<file path="src/asc_pkg.sv">
// shared constants for the sample step control block
package asc_pkg;

	// register bus
	localparam int          ADDR_W      = 12;
	localparam int          DATA_W      = 32;
	localparam logic [11:0] OFS_CTRL    = 12'h000;
	localparam logic [11:0] OFS_RAW     = 12'h004;
	localparam logic [11:0] OFS_MASK    = 12'h008;
	localparam logic [11:0] OFS_CLR     = 12'h00c;
	localparam logic [11:0] OFS_MUX     = 12'h040;
	localparam logic [11:0] OFS_STEP    = 12'h044;

	// sequencer control register bits
	localparam int          CTRL_EN     = 0;
	localparam int          CTRL_START  = 1;
	localparam int          CTRL_BUSY   = 2;

	// per-slot nibble of the step control word
	localparam int          NUM_SLOTS   = 8;
	localparam int          FIELD_W     = 4;
	localparam int          F_TEMP      = 3;
	localparam int          F_IRQ       = 2;
	localparam int          F_END       = 1;
	localparam int          F_DIFF      = 0;
	localparam int          SLOT_SIX    = 5; // sixth sample, counted from zero
	localparam int          SIX_TEMP    = 23;

	// per-slot input select field
	localparam int          MUX_W       = 3;
	localparam int          CH_W        = 4;
	localparam logic [31:0] MUX_MASK    = 32'h7777_7777;
	localparam logic [31:0] STEP_RST    = 32'h0000_0000;
	localparam logic [31:0] MUX_RST     = 32'h0000_0000;

	// interrupt status bits
	localparam int          IRQ_W       = 3;
	localparam int          ST_RAW      = 0;
	localparam int          ST_DONE     = 1;
	localparam int          ST_NOEND    = 2;
	localparam logic [2:0]  IRQ_RST     = 3'h0;

	typedef enum logic [1:0] {
		ASC_IDLE = 2'b00,
		ASC_REQ  = 2'b01,
		ASC_WAIT = 2'b10
	} asc_state_t;

endpackage

</file>
<file path="src/asc_irq_stat.sv">
// sticky event status with enable gating onto one interrupt
`timescale 1ns/1ps
module asc_irq_stat #(
	parameter int W = asc_pkg::IRQ_W
) (
	input  wire logic         core_clk_i, // system clock
	input  wire logic         rst_b_i,    // async reset, active low
	input  wire logic [W-1:0] set_i,      // event pulses
	input  wire logic         clr_we_i,   // clear register written
	input  wire logic [W-1:0] clr_i,      // bits to clear
	input  wire logic [W-1:0] en_i,       // enable (mask) bits
	output logic      [W-1:0] status_o,   // sticky status
	output logic              irq_o       // level interrupt
);

	logic [W-1:0] status_q;

	// set wins over a clear in the same cycle
	always_ff @(posedge core_clk_i or negedge rst_b_i)
	begin
		if (!rst_b_i)
			status_q <= asc_pkg::IRQ_RST;
		else
			status_q <= (status_q & ~(clr_we_i ? clr_i : '0)) | set_i;
	end

	assign status_o = status_q;
	assign irq_o    = |(status_q & en_i);

endmodule

</file>
<file path="src/asc_step_ctrl.sv">
// step control for the eight-slot sample sequencer
//
// Behaviour
// - a slot with its temperature bit set converts the sensor, otherwise its selected input.
// - a slot with its interrupt bit set raises the raw flag when its conversion ends.
// - the raw flag reaches the interrupt output only while its mask bit is set.
// - several slots of one sequence may each raise the raw flag.
// - the slot with its end marker set is the last of the sequence, at any position.
// - no slot after the first end marker is ever requested.
// - a one-slot sequencer has its first end marker forced to one.
// - a slot with its differential bit set samples a differential pair; here a slot with its temperature bit also set converts the sensor instead.
// - each slot owns a nibble: temperature, interrupt, end, differential; slot six is 23:20.
// - all per-slot control bits are read/write and clear to zero on reset, except the forced end marker of a one-slot sequencer.
// - each slot has a three-bit input select in the companion register.
// - the step control word is 32 bits wide and covers eight slots.
//
// Added by the designer: the placing of the registers and the plain strobed port.
`timescale 1ns/1ps
module asc_step_ctrl #(
	parameter int NUM_SLOTS = asc_pkg::NUM_SLOTS
) (
	input  wire logic                       core_clk_i,   // system clock
	input  wire logic                       rst_b_i,      // async reset, active low
	input  wire logic [asc_pkg::ADDR_W-1:0] addr_i,       // register byte address
	input  wire logic [asc_pkg::DATA_W-1:0] wdata_i,      // write data
	input  wire logic                       wr_i,         // write strobe
	input  wire logic                       rd_i,         // read strobe
	output logic      [asc_pkg::DATA_W-1:0] rdata_o,      // read data, next cycle
	output logic                            conv_req_o,   // conversion request pulse
	output logic                            conv_temp_o,  // convert temperature sensor
	output logic                            conv_diff_o,  // differential sampling
	output logic      [asc_pkg::CH_W-1:0]   conv_pos_o,   // positive / single input
	output logic      [asc_pkg::CH_W-1:0]   conv_neg_o,   // negative leg input
	input  wire logic                       conv_done_i,  // conversion finished pulse
	output logic                            busy_o,       // sequence in progress
	output logic                            irq_o         // level interrupt
);

	localparam int SW = (NUM_SLOTS > 1) ? $clog2(NUM_SLOTS) : 1;
	localparam logic [SW-1:0] LAST = SW'(NUM_SLOTS - 1);
	localparam int FW = asc_pkg::FIELD_W;

	////////////////////////////////////////////////////////////////////////////
	// helpers

	function automatic logic [FW-1:0] slot_bits(input logic [31:0] c, input logic [SW-1:0] s);
		slot_bits = c[int'(s) * FW +: FW];
	endfunction

	function automatic logic [asc_pkg::MUX_W-1:0] slot_mux(input logic [31:0] m,
		input logic [SW-1:0] s);
		slot_mux = m[int'(s) * FW +: asc_pkg::MUX_W];
	endfunction

	////////////////////////////////////////////////////////////////////////////
	// registers

	logic [31:0]               step_q;
	logic [31:0]               mux_q;
	logic [31:0]               step_eff;
	logic [31:0]               end_force;
	logic                      en_q;
	logic [asc_pkg::IRQ_W-1:0] mask_q;
	logic [asc_pkg::IRQ_W-1:0] status;
	logic [asc_pkg::IRQ_W-1:0] set_ev;
	logic [31:0]               rdata_q;
	logic                      wr_step;
	logic                      wr_mux;
	logic                      wr_ctrl;
	logic                      wr_mask;
	logic                      wr_clr;
	logic                      start;

	assign wr_step = wr_i && (addr_i == asc_pkg::OFS_STEP);
	assign wr_mux  = wr_i && (addr_i == asc_pkg::OFS_MUX);
	assign wr_ctrl = wr_i && (addr_i == asc_pkg::OFS_CTRL);
	assign wr_mask = wr_i && (addr_i == asc_pkg::OFS_MASK);
	assign wr_clr  = wr_i && (addr_i == asc_pkg::OFS_CLR);

	// one-slot sequencer: first end marker tied high
	generate
		if (NUM_SLOTS == 1)
		begin : g_force
			assign end_force = 32'h1 << asc_pkg::F_END;
		end
		else
		begin : g_free
			assign end_force = '0;
		end
	endgenerate

	assign step_eff = step_q | end_force;

	// step control word, full 32 bits read/write
	always_ff @(posedge core_clk_i or negedge rst_b_i)
	begin
		if (!rst_b_i)
			step_q <= asc_pkg::STEP_RST;
		else if (wr_step)
			step_q <= wdata_i;
	end

	// input select companion, reserved bits stay zero
	always_ff @(posedge core_clk_i or negedge rst_b_i)
	begin
		if (!rst_b_i)
			mux_q <= asc_pkg::MUX_RST;
		else if (wr_mux)
			mux_q <= wdata_i & asc_pkg::MUX_MASK;
	end

	always_ff @(posedge core_clk_i or negedge rst_b_i)
	begin
		if (!rst_b_i)
			en_q <= 1'b0;
		else if (wr_ctrl)
			en_q <= wdata_i[asc_pkg::CTRL_EN];
	end

	always_ff @(posedge core_clk_i or negedge rst_b_i)
	begin
		if (!rst_b_i)
			mask_q <= asc_pkg::IRQ_RST;
		else if (wr_mask)
			mask_q <= wdata_i[asc_pkg::IRQ_W-1:0];
	end

	////////////////////////////////////////////////////////////////////////////
	// sequencer

	asc_pkg::asc_state_t state_q;
	logic [SW-1:0]       slot_q;
	logic [FW-1:0]       cur;
	logic                last_slot;
	logic                done_ev;
	logic                launch;
	logic [SW-1:0]       launch_slot;
	logic [FW-1:0]       nxt;
	logic [asc_pkg::MUX_W-1:0] nxt_mux;

	assign start     = wr_ctrl && wdata_i[asc_pkg::CTRL_START] && wdata_i[asc_pkg::CTRL_EN]
		&& (state_q == asc_pkg::ASC_IDLE);
	assign cur       = slot_bits(step_eff, slot_q);
	assign done_ev   = (state_q == asc_pkg::ASC_WAIT) && conv_done_i;
	// first end marker stops the walk, later slots are never reached
	assign last_slot = cur[asc_pkg::F_END] || (slot_q == LAST);
	assign launch    = start || (done_ev && !last_slot);
	assign launch_slot = start ? '0 : SW'(slot_q + 1'b1);
	assign nxt       = slot_bits(step_eff, launch_slot);
	assign nxt_mux   = slot_mux(mux_q, launch_slot);

	always_ff @(posedge core_clk_i or negedge rst_b_i)
	begin
		if (!rst_b_i)
			state_q <= asc_pkg::ASC_IDLE;
		else
		begin
			unique case (state_q)
				asc_pkg::ASC_IDLE:
					if (start)
						state_q <= asc_pkg::ASC_REQ;
				asc_pkg::ASC_REQ:
					state_q <= asc_pkg::ASC_WAIT;
				asc_pkg::ASC_WAIT:
					if (done_ev)
						state_q <= last_slot ? asc_pkg::ASC_IDLE : asc_pkg::ASC_REQ;
				default:
					state_q <= asc_pkg::ASC_IDLE;
			endcase
		end
	end

	always_ff @(posedge core_clk_i or negedge rst_b_i)
	begin
		if (!rst_b_i)
			slot_q <= '0;
		else if (launch)
			slot_q <= launch_slot;
	end

	// selection presented to the converter for the launched slot
	always_ff @(posedge core_clk_i or negedge rst_b_i)
	begin
		if (!rst_b_i)
		begin
			conv_temp_o <= 1'b0;
			conv_diff_o <= 1'b0;
			conv_pos_o  <= '0;
			conv_neg_o  <= '0;
		end
		else if (launch)
		begin
			conv_temp_o <= nxt[asc_pkg::F_TEMP];
			conv_diff_o <= nxt[asc_pkg::F_DIFF] && !nxt[asc_pkg::F_TEMP];
			if (nxt[asc_pkg::F_TEMP])
			begin
				conv_pos_o <= '0;
				conv_neg_o <= '0;
			end
			else if (nxt[asc_pkg::F_DIFF])
			begin
				conv_pos_o <= {nxt_mux, 1'b0};
				conv_neg_o <= {nxt_mux, 1'b1};
			end
			else
			begin
				conv_pos_o <= {1'b0, nxt_mux};
				conv_neg_o <= '0;
			end
		end
	end

	assign conv_req_o = (state_q == asc_pkg::ASC_REQ);
	assign busy_o     = (state_q != asc_pkg::ASC_IDLE);

	////////////////////////////////////////////////////////////////////////////
	// events and interrupt

	always_comb
	begin
		set_ev = '0;
		set_ev[asc_pkg::ST_RAW]   = done_ev && cur[asc_pkg::F_IRQ];
		set_ev[asc_pkg::ST_DONE]  = done_ev && last_slot;
		set_ev[asc_pkg::ST_NOEND] = done_ev && (slot_q == LAST) && !cur[asc_pkg::F_END];
	end

	asc_irq_stat #(
		.W (asc_pkg::IRQ_W)
	) u_irq (
		.core_clk_i (core_clk_i),
		.rst_b_i    (rst_b_i),
		.set_i      (set_ev),
		.clr_we_i   (wr_clr),
		.clr_i      (wdata_i[asc_pkg::IRQ_W-1:0]),
		.en_i       (mask_q),
		.status_o   (status),
		.irq_o      (irq_o)
	);

	////////////////////////////////////////////////////////////////////////////
	// read port

	always_ff @(posedge core_clk_i or negedge rst_b_i)
	begin
		if (!rst_b_i)
			rdata_q <= '0;
		else if (!rd_i)
			rdata_q <= '0;
		else
		begin
			unique case (addr_i)
				asc_pkg::OFS_CTRL:
					rdata_q <= 32'(en_q) | (32'(busy_o) << asc_pkg::CTRL_BUSY);
				asc_pkg::OFS_RAW:
					rdata_q <= 32'(status);
				asc_pkg::OFS_MASK:
					rdata_q <= 32'(mask_q);
				asc_pkg::OFS_MUX:
					rdata_q <= mux_q;
				asc_pkg::OFS_STEP:
					rdata_q <= step_eff;
				default:
					rdata_q <= '0;
			endcase
		end
	end

	assign rdata_o = rdata_q;
endmodule

</file>
<file path="config.mk">
export PLATFORM = sky130hd
export DESIGN_NAME = asc_step_ctrl
export DESIGN_NICKNAME = d
export VERILOG_FILES = /design/src/asc_pkg.sv /design/src/asc_irq_stat.sv /design/src/asc_step_ctrl.sv
export SDC_FILE = /design/constraint.sdc
export NUM_CORES = 1
export LEC_CHECK = 0
export ABC_CLOCK_PERIOD_IN_PS = 6470
export BUFFER_PORTS_ARGS = -buffer_cell sky130_fd_sc_hd__clkbuf_2
export CAP_MARGIN = 0
export CORE_MARGIN = 3
export CORE_UTILIZATION = 59
export CTS_CLUSTER_DIAMETER = 50
export DETAILED_ROUTE_END_ITERATION = 10
export HOLD_SLACK_MARGIN = 0.06
export PLACE_DENSITY = 0.84
export SLEW_MARGIN = 25
export SYNTH_ARGS = -nofsm -noshare
export SYNTH_HDL_FRONTEND = slang
export SYNTH_SLANG_ARGS = --single-unit
</file>
<file path="constraint.sdc">
create_clock -name core_clk_i -period 6.47 [get_ports core_clk_i]
set_input_delay 1.294 -clock core_clk_i [delete_from_list [all_inputs] [get_ports core_clk_i]]
set_output_delay 1.294 -clock core_clk_i [all_outputs]
set_load 0.005 [all_outputs]
</file>
**Word-level counts from Yosys, hierarchy flattened**

Index checks and enable logic that the tools add are counted.

- Output and inout bits: 45
- Register bits after elaboration: 110

- Shift-type cells: 3
- Equality and inequality tests: 10
- Reduce and logical (&&, ||, !) cells: 25
- Bitwise gates (word level): 5
- Multiplexer cells: 12
- Add/subtract/negate cells: 1

Operators by type and width:

| operator | number |
|---|---|
| $pmux 32 s5 | 1 |
| $shiftx 32x6->3 | 2 |
| $mux 32 | 1 |
| $shiftx 32x6->4 | 1 |
| $eq 12x4->1 const B | 2 |
| $eq 12x7->1 const B | 2 |
| $mux 4 | 4 |
| $logic_and 1x1->1 | 15 |
| $eq 12x3->1 const B | 1 |
| $logic_not 12->1 | 1 |
| $and 3x3->3 | 2 |
| $mux 3 | 2 |
| $pmux 2 s3 | 1 |
| $mux 2 | 2 |
| $ne 2x2->1 const B | 2 |
| $add 3x1->3 const B | 1 |
| $eq 3x3->1 const B | 1 |
| $logic_not 1->1 | 3 |
| $not 3->3 | 1 |
| $or 1x3->3 | 1 |
| $or 3x3->3 | 1 |
| $reduce_or 3->1 | 1 |
| $eq 2x1->1 const B | 1 |
| $eq 2x2->1 const B | 1 |
| other kinds (5) | 6 |

**Depth between registers and ports, before layout**

Gate-level depths: netlist (run 1).

- Depth in word-level cells: 9
- Depth in mapped cells: 9
- Depth with buffers taken out: 8

**Modules after synthesis**

Synthesis (run 1) repeated with hierarchy kept, for this count alone.

- Cell total of the unflattened synthesis: 390
- Area, all modules: 4968.5 sq um

By module, submodules not included:

| module | cells an instance | times used | area each (sq um) |
|---|---|---|---|
| asc_step_ctrl | 379 | 1 | 4845.9 |
| asc_irq_stat | 11 | 1 | 122.6 |

**Least setup slack after synthesis (run 1)**

Ideal clock, no wire load.

- Path kind: input port to flip-flop
- From: in addr_i[9] in the netlist's numbering
- To: reg conv_pos_o[1] in the netlist's numbering
- Required time: 6.389 ns
- Arrival: 2.977 ns
- Stages: 6
- Path slack: 3.413 ns
- Library setup time: 0.081 ns
- Path through: nor4_2 > nand2_1 > nor4_4 > o22ai_2 > or4b_1 > o211ai_2

- Longest elaborated chain between the ends: 9
- Elaborated cells on any way between the ends: 11

RTL lines:

| element | RTL line | RTL |
|---|---|---|
| start, declared | asc_step_ctrl.sv:24 | `input wire logic [asc_pkg::ADDR_W-1:0] addr_i,` |
| $logic_not 12->1 (*) | asc_step_ctrl.sv:76 | `assign wr_ctrl = wr_i && (addr_i == asc_pkg::OFS_CTRL);` |
| $logic_and 1x1->1 (*) | asc_step_ctrl.sv:76 |  |
| $logic_and 1x1->1 (*) (2 in series) | asc_step_ctrl.sv:141 | `assign start = wr_ctrl && wdata_i[asc_pkg::CTRL_START] && wdata_i[asc_pkg::CTRL_EN]` |
| $logic_and 1x1->1 (*) | asc_step_ctrl.sv:142 | `&& (state_q == asc_pkg::ASC_IDLE);` |
| $mux 3 | asc_step_ctrl.sv:148 | `assign launch_slot = start ? '0 : SW'(slot_q + 1'b1);` |
| $shiftx 32x6->3 or $shiftx 32x6->4 (tied branches) | asc_step_ctrl.sv:52, asc_step_ctrl.sv:47 |  |
| $mux 4 | asc_step_ctrl.sv:200 | `else if (nxt[asc_pkg::F_DIFF])` |
| $mux 4 | asc_step_ctrl.sv:195 | `if (nxt[asc_pkg::F_TEMP])` |
| end signal, assigned | asc_step_ctrl.sv:202 | `conv_pos_o <= {nxt_mux, 1'b0};` |
| end signal, assigned | asc_step_ctrl.sv:207 | `conv_pos_o <= {1'b0, nxt_mux};` |
| end, declared | asc_step_ctrl.sv:32 | `output logic [asc_pkg::CH_W-1:0] conv_pos_o,` |

Every way passes the cells marked *; elsewhere a longest branch is shown, timed or not.
A chain may end at the register's enable or synchronous reset.

**Worst setup path after layout (run 1)**

- From: reg slot_q[0]
- To: reg conv_pos_o[1] in the netlist's numbering

- Longest elaborated chain between the ends: 5
- Elaborated cells on any way between the ends: 12

RTL lines:

| element | RTL line | RTL |
|---|---|---|
| start, declared | asc_step_ctrl.sv:132 | `logic [SW-1:0] slot_q;` |
| start signal, assigned | asc_step_ctrl.sv:178 | `slot_q <= launch_slot;` |
| $add 3x1->3, or another cell as far along | asc_step_ctrl.sv:148 |  |
| $mux 3 or $logic_or 1x1->1 (tied branches) | asc_step_ctrl.sv:148, asc_step_ctrl.sv:146 |  |
| $shiftx 32x6->3, or another cell as far along | asc_step_ctrl.sv:52 | `slot_mux = m[int'(s) * FW +: asc_pkg::MUX_W];` |
| $mux 4 or $logic_and 1x1->1 (tied branches) | asc_step_ctrl.sv:200, asc_step_ctrl.sv:147 |  |
| $mux 4 or $logic_or 1x1->1 (tied branches) | asc_step_ctrl.sv:195, asc_step_ctrl.sv:147 |  |

Several ways; a longest one is shown, not always the timed one.

==> metrics.md, run 1 <==
| Metric | Value |
|---|---|
| Status | `complete, no violations` |
| Non-Filler Instances | `573` |
| Post-Syn Area | `0.00486 mm^2` |
| Async set-reset flop share out of synthesis | `100%` |
| DRC Markers | `0` |
| Maximum vdd ir drop | `0.000170 V` |
| Clock skew | `0.00798 ns` |
| WL final | `10.9 mm` |
| Port Buffers | `93` |
| Post-synth top area share | `55.6%` |
| Wire length per cell | `18.9 um` |
| CP Max Fanout | `20` |
| Clock Latency Late Sink | `0.37 ns` |
| #FFs+latches synth | `108` |
| Critical Path Start Type | `register` |
| Sequential area share after synthesis | `55.6%` |
| Antenna violations before repair | `0` |
| Post-CTS Setup Inserts | `0` |
| Kind of critical path | `register to register` |
| Largest net degree at the start of global routing | `65` |
| Final period util | `51.8%` |
| Post-Place Cells | `557` |
| Mapped Nets | `435` |
| Detail Placement HPWL | `7.59 mm` |
| Hold_buf cts | `0` |
| Reg clk slew, reported paths | `0.09 ns` |
| CTS buffer count | `9` |
| Total of max-cap violations | `0` |
| Final worst slack | `3.12 ns` |
| Router iterations before antenna repair | `4` |
| Initial Utilization | `62.0%` |
| HP Class | `register to register` |
| Fmax achieved | `298 MHz` |
| Via count | `3,435` |
| Count of flip-flops with a built-in enable after synthesis | `0` |
| Max H-tree Level | `3` |
| Root Buffer | `clkbuf_8` |
| Critical path buffers and inverters | `0` |
| Synth Area in Compound Gates | `8.98%` |
| Routability congestion estimate | `0.887` |
| Worst path arrival time | `3.64 ns` |
| Die area | `0.00937 mm^2` |
| Cell family with most CP delay | `adder cells` |
| Overflow after GRT | `0` |
| Starting DRT DRC Count | `216` |
| GR Util All Layers | `24.0%` |
| CTS Sinks | `108` |
| Placement Setup Slack | `2.90 ns` |
| Slew @ Worst Pin | `0.845 ns` |
| Ys flop type | `dfrtp_1` |
| CP max stage cell | `dfrtp_1` |
| Syn Area/Cell | `12.7 um^2` |
| Maximum clock path buffer count | `2` |
| Mux cell area share after synthesis | `20.1%` |
| Leakage | `0.00284 uW` |
| Global-route wire length before repair | `18.2 mm` |
| XOR/XNOR Fraction of Synth Area | `0%` |
| CTS tree | `yes` |
| Chip height | `96.8 um` |
| Adder-Cell Fraction of Synth Area | `0.515%` |
| Max stage delay on crit path | `0.70 ns` |
| Layout cell share with drive strength beyond 1 | `41.4%` |
| Synth area leader | `dfrtp_1` |
| Largest cells by area after synthesis | `dfrtp_1, mux2_2, a22oi_1` |
| Antenna diodes | `0` |
| Element type at the critical path end | `register` |
| Worst Hold Slack | `0.493 ns` |
| Worst path required time | `6.76 ns` |
| CP cell instances | `ha_1 -> ha_1 -> mux2_2 -> o22ai_1 -> a311oi_1 -> o22ai_1 -> or4b_1 -> o211ai_2` |
| Vias in the first global route | `3,602` |
| Vias per cell | `5.99` |
| Combinational family with the most area after synthesis | `multiplexers` |
| Core region area | `0.00785 mm^2` |
| Floorplan row count | `32` |
| Slew Limit Fails | `0` |
| Nets | `517` |
| Synth Warn # | `0` |
| Layout overhead on the synthesized area | `15.6%` |
| Power per Cell Area | `275 mW/mm^2` |
| Final Hold Vio Count | `0` |
| Post-synthesis simple-gate area fraction | `11.9%` |
| Post-CTS sizing | `0` |
| Setup TNS | `0 ns` |
| RSZ-0062 raised after global routing | `false` |
| Yosys cell types | `49` |
| Gate count after technology mapping | `384` |
| Relative slew slack | `43.6%` |
| Final core utilization | `71.6%` |
| Die W | `96.8 um` |
| Final setup vio count | `0` |
| Number of routed nets with antenna violations | `0` |
| Number of I/O pins | `94` |
| Minimum clock period | `3.35 ns` |
## Yosys cell counts (3+ instances only)
| cell | n |
|---|---|
| dfrtp_1 | 108 |
| mux2_2 | 65 |
| nand2_1 | 31 |
| nor2b_1 | 23 |
| a22oi_1 | 22 |
| clkbuf_1 | 16 |
| o21ai_0 | 10 |
| mux2i_1 | 9 |
| and3_1 | 8 |
| nand3_1 | 8 |
| mux4_2 | 7 |
| inv_1 | 6 |
| nor4_1 | 6 |
| a21oi_1 | 5 |
| nor2_1 | 5 |
| buf_1 | 4 |
| nor3_1 | 4 |
| o22ai_1 | 4 |
| a222oi_1 | 3 |
| buf_2 | 3 |
| nand2b_1 | 3 |
## through the flow
| stage | power, uW | area (um^2) |
|---|---|---|
| 2_1_floorplan | 986 | 4860 |
| 3_3_place_gp | 1080 | 5380 |
| 3_5_place_dp | 1090 | 5390 |
| 4_1_cts | 1550 | 5620 |
| 5_1_grt | 1620 | 5620 |
| 6_report | 1540 | 5620 |
## metal layers
metal	GRT usage (%)	share of wire [%]	vias to the layer above
li1	-	-	1570
met1	32.9	43	1711
met2	37.4	48	130
met3	5.84	6.9	24
met4	9.18	2.3	0
met5	0	0	-
## report_power, final
group	total, uW	leakage (uW)	internal [uW]	switching [uW]
clock network	466	0.000122	248	218
registers	741	0.00150	695	45.3
logic	336	0.00122	148	188
## sequential cells by signal, summed over array words and instances (netlist names)
register	flops
conv_neg_o	3
state_q	2
mux_q	24
slot_q	3
rdata_o	32
step_eff	32
u_irq.status_o	3
conv_pos_o	4
en_q	1
conv_temp_o	1
mask_q	3
## worst register-to-register path, delay by kind of cell (launching register included)
kind	cells	cell delay [ns]
fa+ha+maj	2	1.08
flops	1	0.70
compound gates	4	0.67
simple gates	1	0.54
mux	1	0.29
## placed cells by master, fill, tap and decap left out, types with 6 or more instances in the layout
cell / count
o21ai_0: 10
nor2b_1: 23
nand3_1: 8
and3_1: 8
nor4_1: 6
clkbuf_8: 12
inv_1: 6
mux2_2: 65
dfrtp_1: 108
mux2i_1: 9
a22oi_1: 22
mux4_2: 7
clkbuf_2: 92
nand2_1: 31
## kinds of logic after synthesis
family                   count (synthesis)
buffers and inverters                   32
AND/OR/NAND/NOR                        103
adder cells (fa/ha/maj)                  2
flip-flops                             108
AO/OA/AOI/OAI                           58
multiplexers                            81
## final cells by class
type,count,area (um^2)
multi-input combinational,244,2030
fill,559,2230
timing repair buffer,97,498
clock inverter,4,70.1
inverter,6,22.5
tap,102,128
clock buffer,12,165
sequential,108,2700
## final timing paths
path	from	end	slack (ns)	cells after the start
max	slot_q[0]	conv_pos_o[1]	3.12	8
min in group asynchronous	rst_b_i	rdata_o[2]	0.90	1
max reg2reg	slot_q[0]	conv_pos_o[1]	3.12	8
max in group asynchronous	rst_b_i	step_eff[24]	4.34	2
min reg2reg	conv_temp_o	conv_temp_o	0.49	2
min	conv_temp_o	conv_temp_o	0.49	2
Power figures use the tool's default switching activity.
==> run 2: changes to the inputs <==
- ABC_CLOCK_PERIOD_IN_PS: 6470 -> 2800
- CORE_UTILIZATION: 59 -> 50
- PLACE_DENSITY: 0.84 -> 0.76
- clock period: 6.47 -> 2.8 ns (I/O delays scaled with it)
==> metrics.md, run 2 (synthesis results as in run 1) <==
| Metric | Value |
|---|---|
| RSZ-0062 raised after global routing | `false` |
| Minimum clock period | `2.65 ns` |
| Critical Path Start Type | `register` |
| Total of max-cap violations | `0` |
| GR Util All Layers | `21.2%` |
| Maximum vdd ir drop | `0.000327 V` |
| Router iterations before antenna repair | `5` |
| Layout overhead on the synthesized area | `17.9%` |
| CTS buffer count | `9` |
| Fmax achieved | `378 MHz` |
| Wire length per cell | `18.1 um` |
| CP Max Fanout | `11` |
| Number of I/O pins | `94` |
| Clock Latency Late Sink | `0.38 ns` |
| Vias in the first global route | `3,616` |
| Root Buffer | `clkbuf_8` |
| Number of routed nets with antenna violations | `0` |
| CTS Sinks | `108` |
| Layout cell share with drive strength beyond 1 | `42.3%` |
| Floorplan row count | `35` |
| Final period util | `94.6%` |
| Core region area | `0.00933 mm^2` |
| Port Buffers | `93` |
| Final core utilization | `61.4%` |
| Power per Cell Area | `621 mW/mm^2` |
| Final setup vio count | `0` |
| HP Class | `primary input to register` |
| Via count | `3,479` |
| Most common cell after layout, fill and taps aside | `dfrtp_1` |
| WL final | `11.1 mm` |
| Element type at the critical path end | `register` |
| Maximum clock path buffer count | `2` |
| Worst path arrival time | `2.95 ns` |
| Kind of critical path | `register to register` |
| Nets | `528` |
| Relative slew slack | `62.7%` |
| Slew Limit Fails | `0` |
| Status | `complete, no violations` |
| Max H-tree Level | `3` |
| Chip height | `105 um` |
| Final Hold Vio Count | `0` |
| Slew @ Worst Pin | `0.559 ns` |
| Leakage | `0.00289 uW` |
| Commonest cells after routing, fill and taps aside | `dfrtp_1, clkbuf_2, mux2_2` |
| Initial Utilization | `52.1%` |
| Antenna violations before repair | `0` |
| DRC Markers | `0` |
| Starting DRT DRC Count | `200` |
| CTS tree | `yes` |
| Vias per cell | `5.69` |
| Die area | `0.0109 mm^2` |
| Routability congestion estimate | `0.892` |
| DP Area | `0.00552 mm^2` |
| Clock skew | `0.0153 ns` |
| Post-CTS Setup Inserts | `0` |
| Largest net degree at the start of global routing | `61` |
| Overflow after GRT | `0` |
| Detail Placement HPWL | `7.83 mm` |
| Fin area | `0.00573 mm^2` |
| Reg clk slew, reported paths | `0.11 ns` |
| Worst path required time | `3.10 ns` |
| Die W | `105 um` |
| Setup TNS | `0 ns` |
| Antenna diodes | `0` |
| Global-route wire length before repair | `18.5 mm` |
-- run 2: cell types whose count changed in the layout (fill, tap and decap cells not counted) --
cell	before	now
buf_12	0	2
inv_8	0	1
dlygate4sd3_1	0	1
clkinv_2	2	1
clkinvlp_4	0	1
clkbuf_8	12	9
or4_1	0	1
or4_2	1	0
inv_6	0	3
bufinv_16	2	1
buf_4	5	13
-- run 2: cell type report --
cell class                 count  area [um^2]
sequential                   108         2700
clock inverter                 7         80.1
fill                         758         3600
multi-input combinational    244         2030
clock buffer                   9          124
tap                          129          161
inverter                       6         22.5
timing repair buffer         108          608
-- run 2: critical path, cell delays in order (launching register included) --
cell and delay, ns:
dfrtp_1 0.40, ha_1 0.20, ha_1 0.54, mux2_2 0.23, o22ai_1 0.07, a311oi_1 0.29
o22ai_1 0.19, or4b_1 0.56, o211ai_2 0.10
-- run 2: timing repair --
action	in CTS	in global routing
endpoints found under the setup margin	0	0
gates resized for setup	0	0
endpoints found under the hold margin	20	0
hold buffers	1	0
-- run 2: worst paths after layout --
kind,cells after the start,to,start,slack (ns)
setup / recovery,8,conv_pos_o[1],slot_q[0],0.15
hold / removal,2,step_eff[7],wdata_i[7],0.41
setup reg to reg,8,conv_pos_o[1],slot_q[0],0.15
hold reg to reg,2,en_q,en_q,0.50
max in group asynchronous,3,step_eff[0],rst_b_i,1.54
min in group asynchronous,2,rdata_o[0],rst_b_i,0.60
-- run 2: per-layer routing --
layer	wire [um]	track usage [%]	vias up	part of all wire, %
li1	-	-	1595	-
met1	5000	29.9	1743	45
met2	5300	32.6	126	48
met3	601	5.44	15	5.4
met4	176	6.37	0	1.6
met5	0	0	-	0
-- run 2: per-stage QoR --
step	std cells	total power, uW	worst slack (ns)	hold slack, ns
CTS	611	3570	0.159	0.402
floorplan	384	2280	0.202	0.264
global placement	594	2570	0.269	0.453
finish	611	3560	0.152	0.408
detailed placement	594	2590	0.177	0.464
global route	611	3730	0.0559	0.389
-- run 2: power by group --
part           internal (uW)  switching, uW
sequential              1610           32.8
combinational            403            521
clock                    428            566
==> run 3: changes to the inputs <==
- SETUP_SLACK_MARGIN: unset -> 0.2
==> metrics.md, run 3 (synthesis results as in run 1) <==
| Metric | Value |
|---|---|
| Largest net degree at the start of global routing | `61` |
| Minimum clock period | `2.56 ns` |
| Number of routed nets with antenna violations | `0` |
| Via count | `3,478` |
| Nets | `528` |
| Root Buffer | `clkbuf_8` |
| Floorplan row count | `35` |
| Internal power | `2450 uW` |
| Setup TNS | `0 ns` |
| Reg clk slew, reported paths | `0.11 ns` |
| Die area | `0.0109 mm^2` |
| Vias per cell | `5.69` |
| CTS Sinks | `108` |
| Worst path arrival time | `2.85 ns` |
| Port Buffers | `93` |
| Maximum clock path buffer count | `2` |
| CTS tree | `yes` |
| Relative slew slack | `62.9%` |
| Slew @ Worst Pin | `0.556 ns` |
| WL final | `11.1 mm` |
| Power per Cell Area | `623 mW/mm^2` |
| Clock share of power | `27.7%` |
| CP cell instances | `ha_2 -> ha_2 -> mux2_2 -> o22ai_1 -> a311oi_1 -> o22ai_1 -> or4b_1 -> o211ai_2` |
| Placement Setup Slack | `0.177 ns` |
| Fin area | `0.00574 mm^2` |
| CP max stage cell | `or4b_1` |
| Die W | `105 um` |
| Wire length per cell | `18.2 um` |
| Final setup vio count | `0` |
| Overflow after GRT | `0` |
| Status | `complete, no violations` |
| HP Class | `primary input to register` |
| Layout cell share with drive strength beyond 1 | `42.7%` |
| CP Max Fanout | `11` |
| Clock skew | `0.0154 ns` |
| Slew Limit Fails | `0` |
| Most common cell after layout, fill and taps aside | `dfrtp_1` |
| Antenna violations before repair | `0` |
| Global-route wire length before repair | `18.5 mm` |
| Max stage delay on crit path | `0.56 ns` |
| Chip height | `105 um` |
| Final worst slack | `0.244 ns` |
| Antenna diodes | `0` |
| Routability congestion estimate | `0.892` |
| Clock Latency Late Sink | `0.38 ns` |
| Combinational share of power | `26.3%` |
| Initial Utilization | `52.1%` |
| Core region area | `0.00933 mm^2` |
| Router iterations before antenna repair | `5` |
| Vias in the first global route | `3,616` |
| Kind of critical path | `register to register` |
| Detail Placement HPWL | `7.83 mm` |
| Sequential share of power | `46.0%` |
| Starting DRT DRC Count | `213` |
| Worst Hold Slack | `0.409 ns` |
| Max H-tree Level | `3` |
| Layout overhead on the synthesized area | `18.0%` |
| Element type at the critical path end | `register` |
| Critical Path Start Type | `register` |
| Final period util | `91.3%` |
| Total of max-cap violations | `0` |
| Power, Total | `3570 uW` |
| Fmax achieved | `391 MHz` |
| CTS buffer count | `9` |
| Leakage | `0.00288 uW` |
| Final Hold Vio Count | `0` |
| DP Area | `0.00552 mm^2` |
| Sw frac | `31.4%` |
| Worst path required time | `3.10 ns` |
| GR Util All Layers | `21.2%` |
| Commonest cells after routing, fill and taps aside | `dfrtp_1, clkbuf_2, mux2_2` |
| Number of I/O pins | `94` |
| Maximum vdd ir drop | `0.000327 V` |
| NetSw | `1120 uW` |
| DRC Markers | `0` |
| Cell family with most CP delay | `compound AO/OA/AOI/OAI gates` |
| Critical path buffers and inverters | `0` |
| RSZ-0062 raised after global routing | `true` |
run 3: worst paths after layout:
check / slack, ns / cells after the start / start / end
max in group asynchronous: 1.54 / 3 / rst_b_i / step_eff[0]
min in group asynchronous: 0.60 / 2 / rst_b_i / rdata_o[0]
hold / removal: 0.41 / 2 / wdata_i[7] / step_eff[7]
setup / recovery: 0.24 / 8 / slot_q[0] / conv_pos_o[1]
hold reg to reg: 0.50 / 2 / en_q / en_q
setup reg to reg: 0.24 / 8 / slot_q[0] / conv_pos_o[1]
run 3: layout make-up:
cell class | count | area [um^2]
clock buffer | 9 | 124
clock inverter | 7 | 80.1
fill | 755 | 3590
inverter | 6 | 22.5
multi-input combinational | 244 | 2040
sequential | 108 | 2700
tap | 129 | 161
timing repair buffer | 108 | 612
run 3: per-layer routing:
metal | part of all wire [%] | GRT usage (%)
met3 | 5.3 | 5.44
met2 | 48 | 32.6
met4 | 1.5 | 6.37
met1 | 45 | 29.9
met5 | 0 | 0
run 3: power groups by stage:
stage / clock (uW) / sequential [uW] / combinational [uW]
2_1_floorplan: 0 / 1670 / 604
3_3_place_gp: 0 / 1670 / 897
3_5_place_dp: 0 / 1670 / 917
4_1_cts: 1000 / 1640 / 931
5_1_grt: 1080 / 1650 / 1020
6_report: 991 / 1640 / 940
run 3: metrics by stage:
step                std cells  utilization [%]
floorplan                 384                -
global placement          594             59.2
detailed placement        594             59.2
CTS                       611             61.5
global route              611             61.5
finish                    611             61.5
run 3: timing repair:
action                     in CTS  in global routing
setup endpoints to repair       1                  3
resized for setup               1                  2
hold buffers                    1                  0
buffers inserted                0                  0
pin swaps                       0                  0
hold endpoints to repair       20                  0
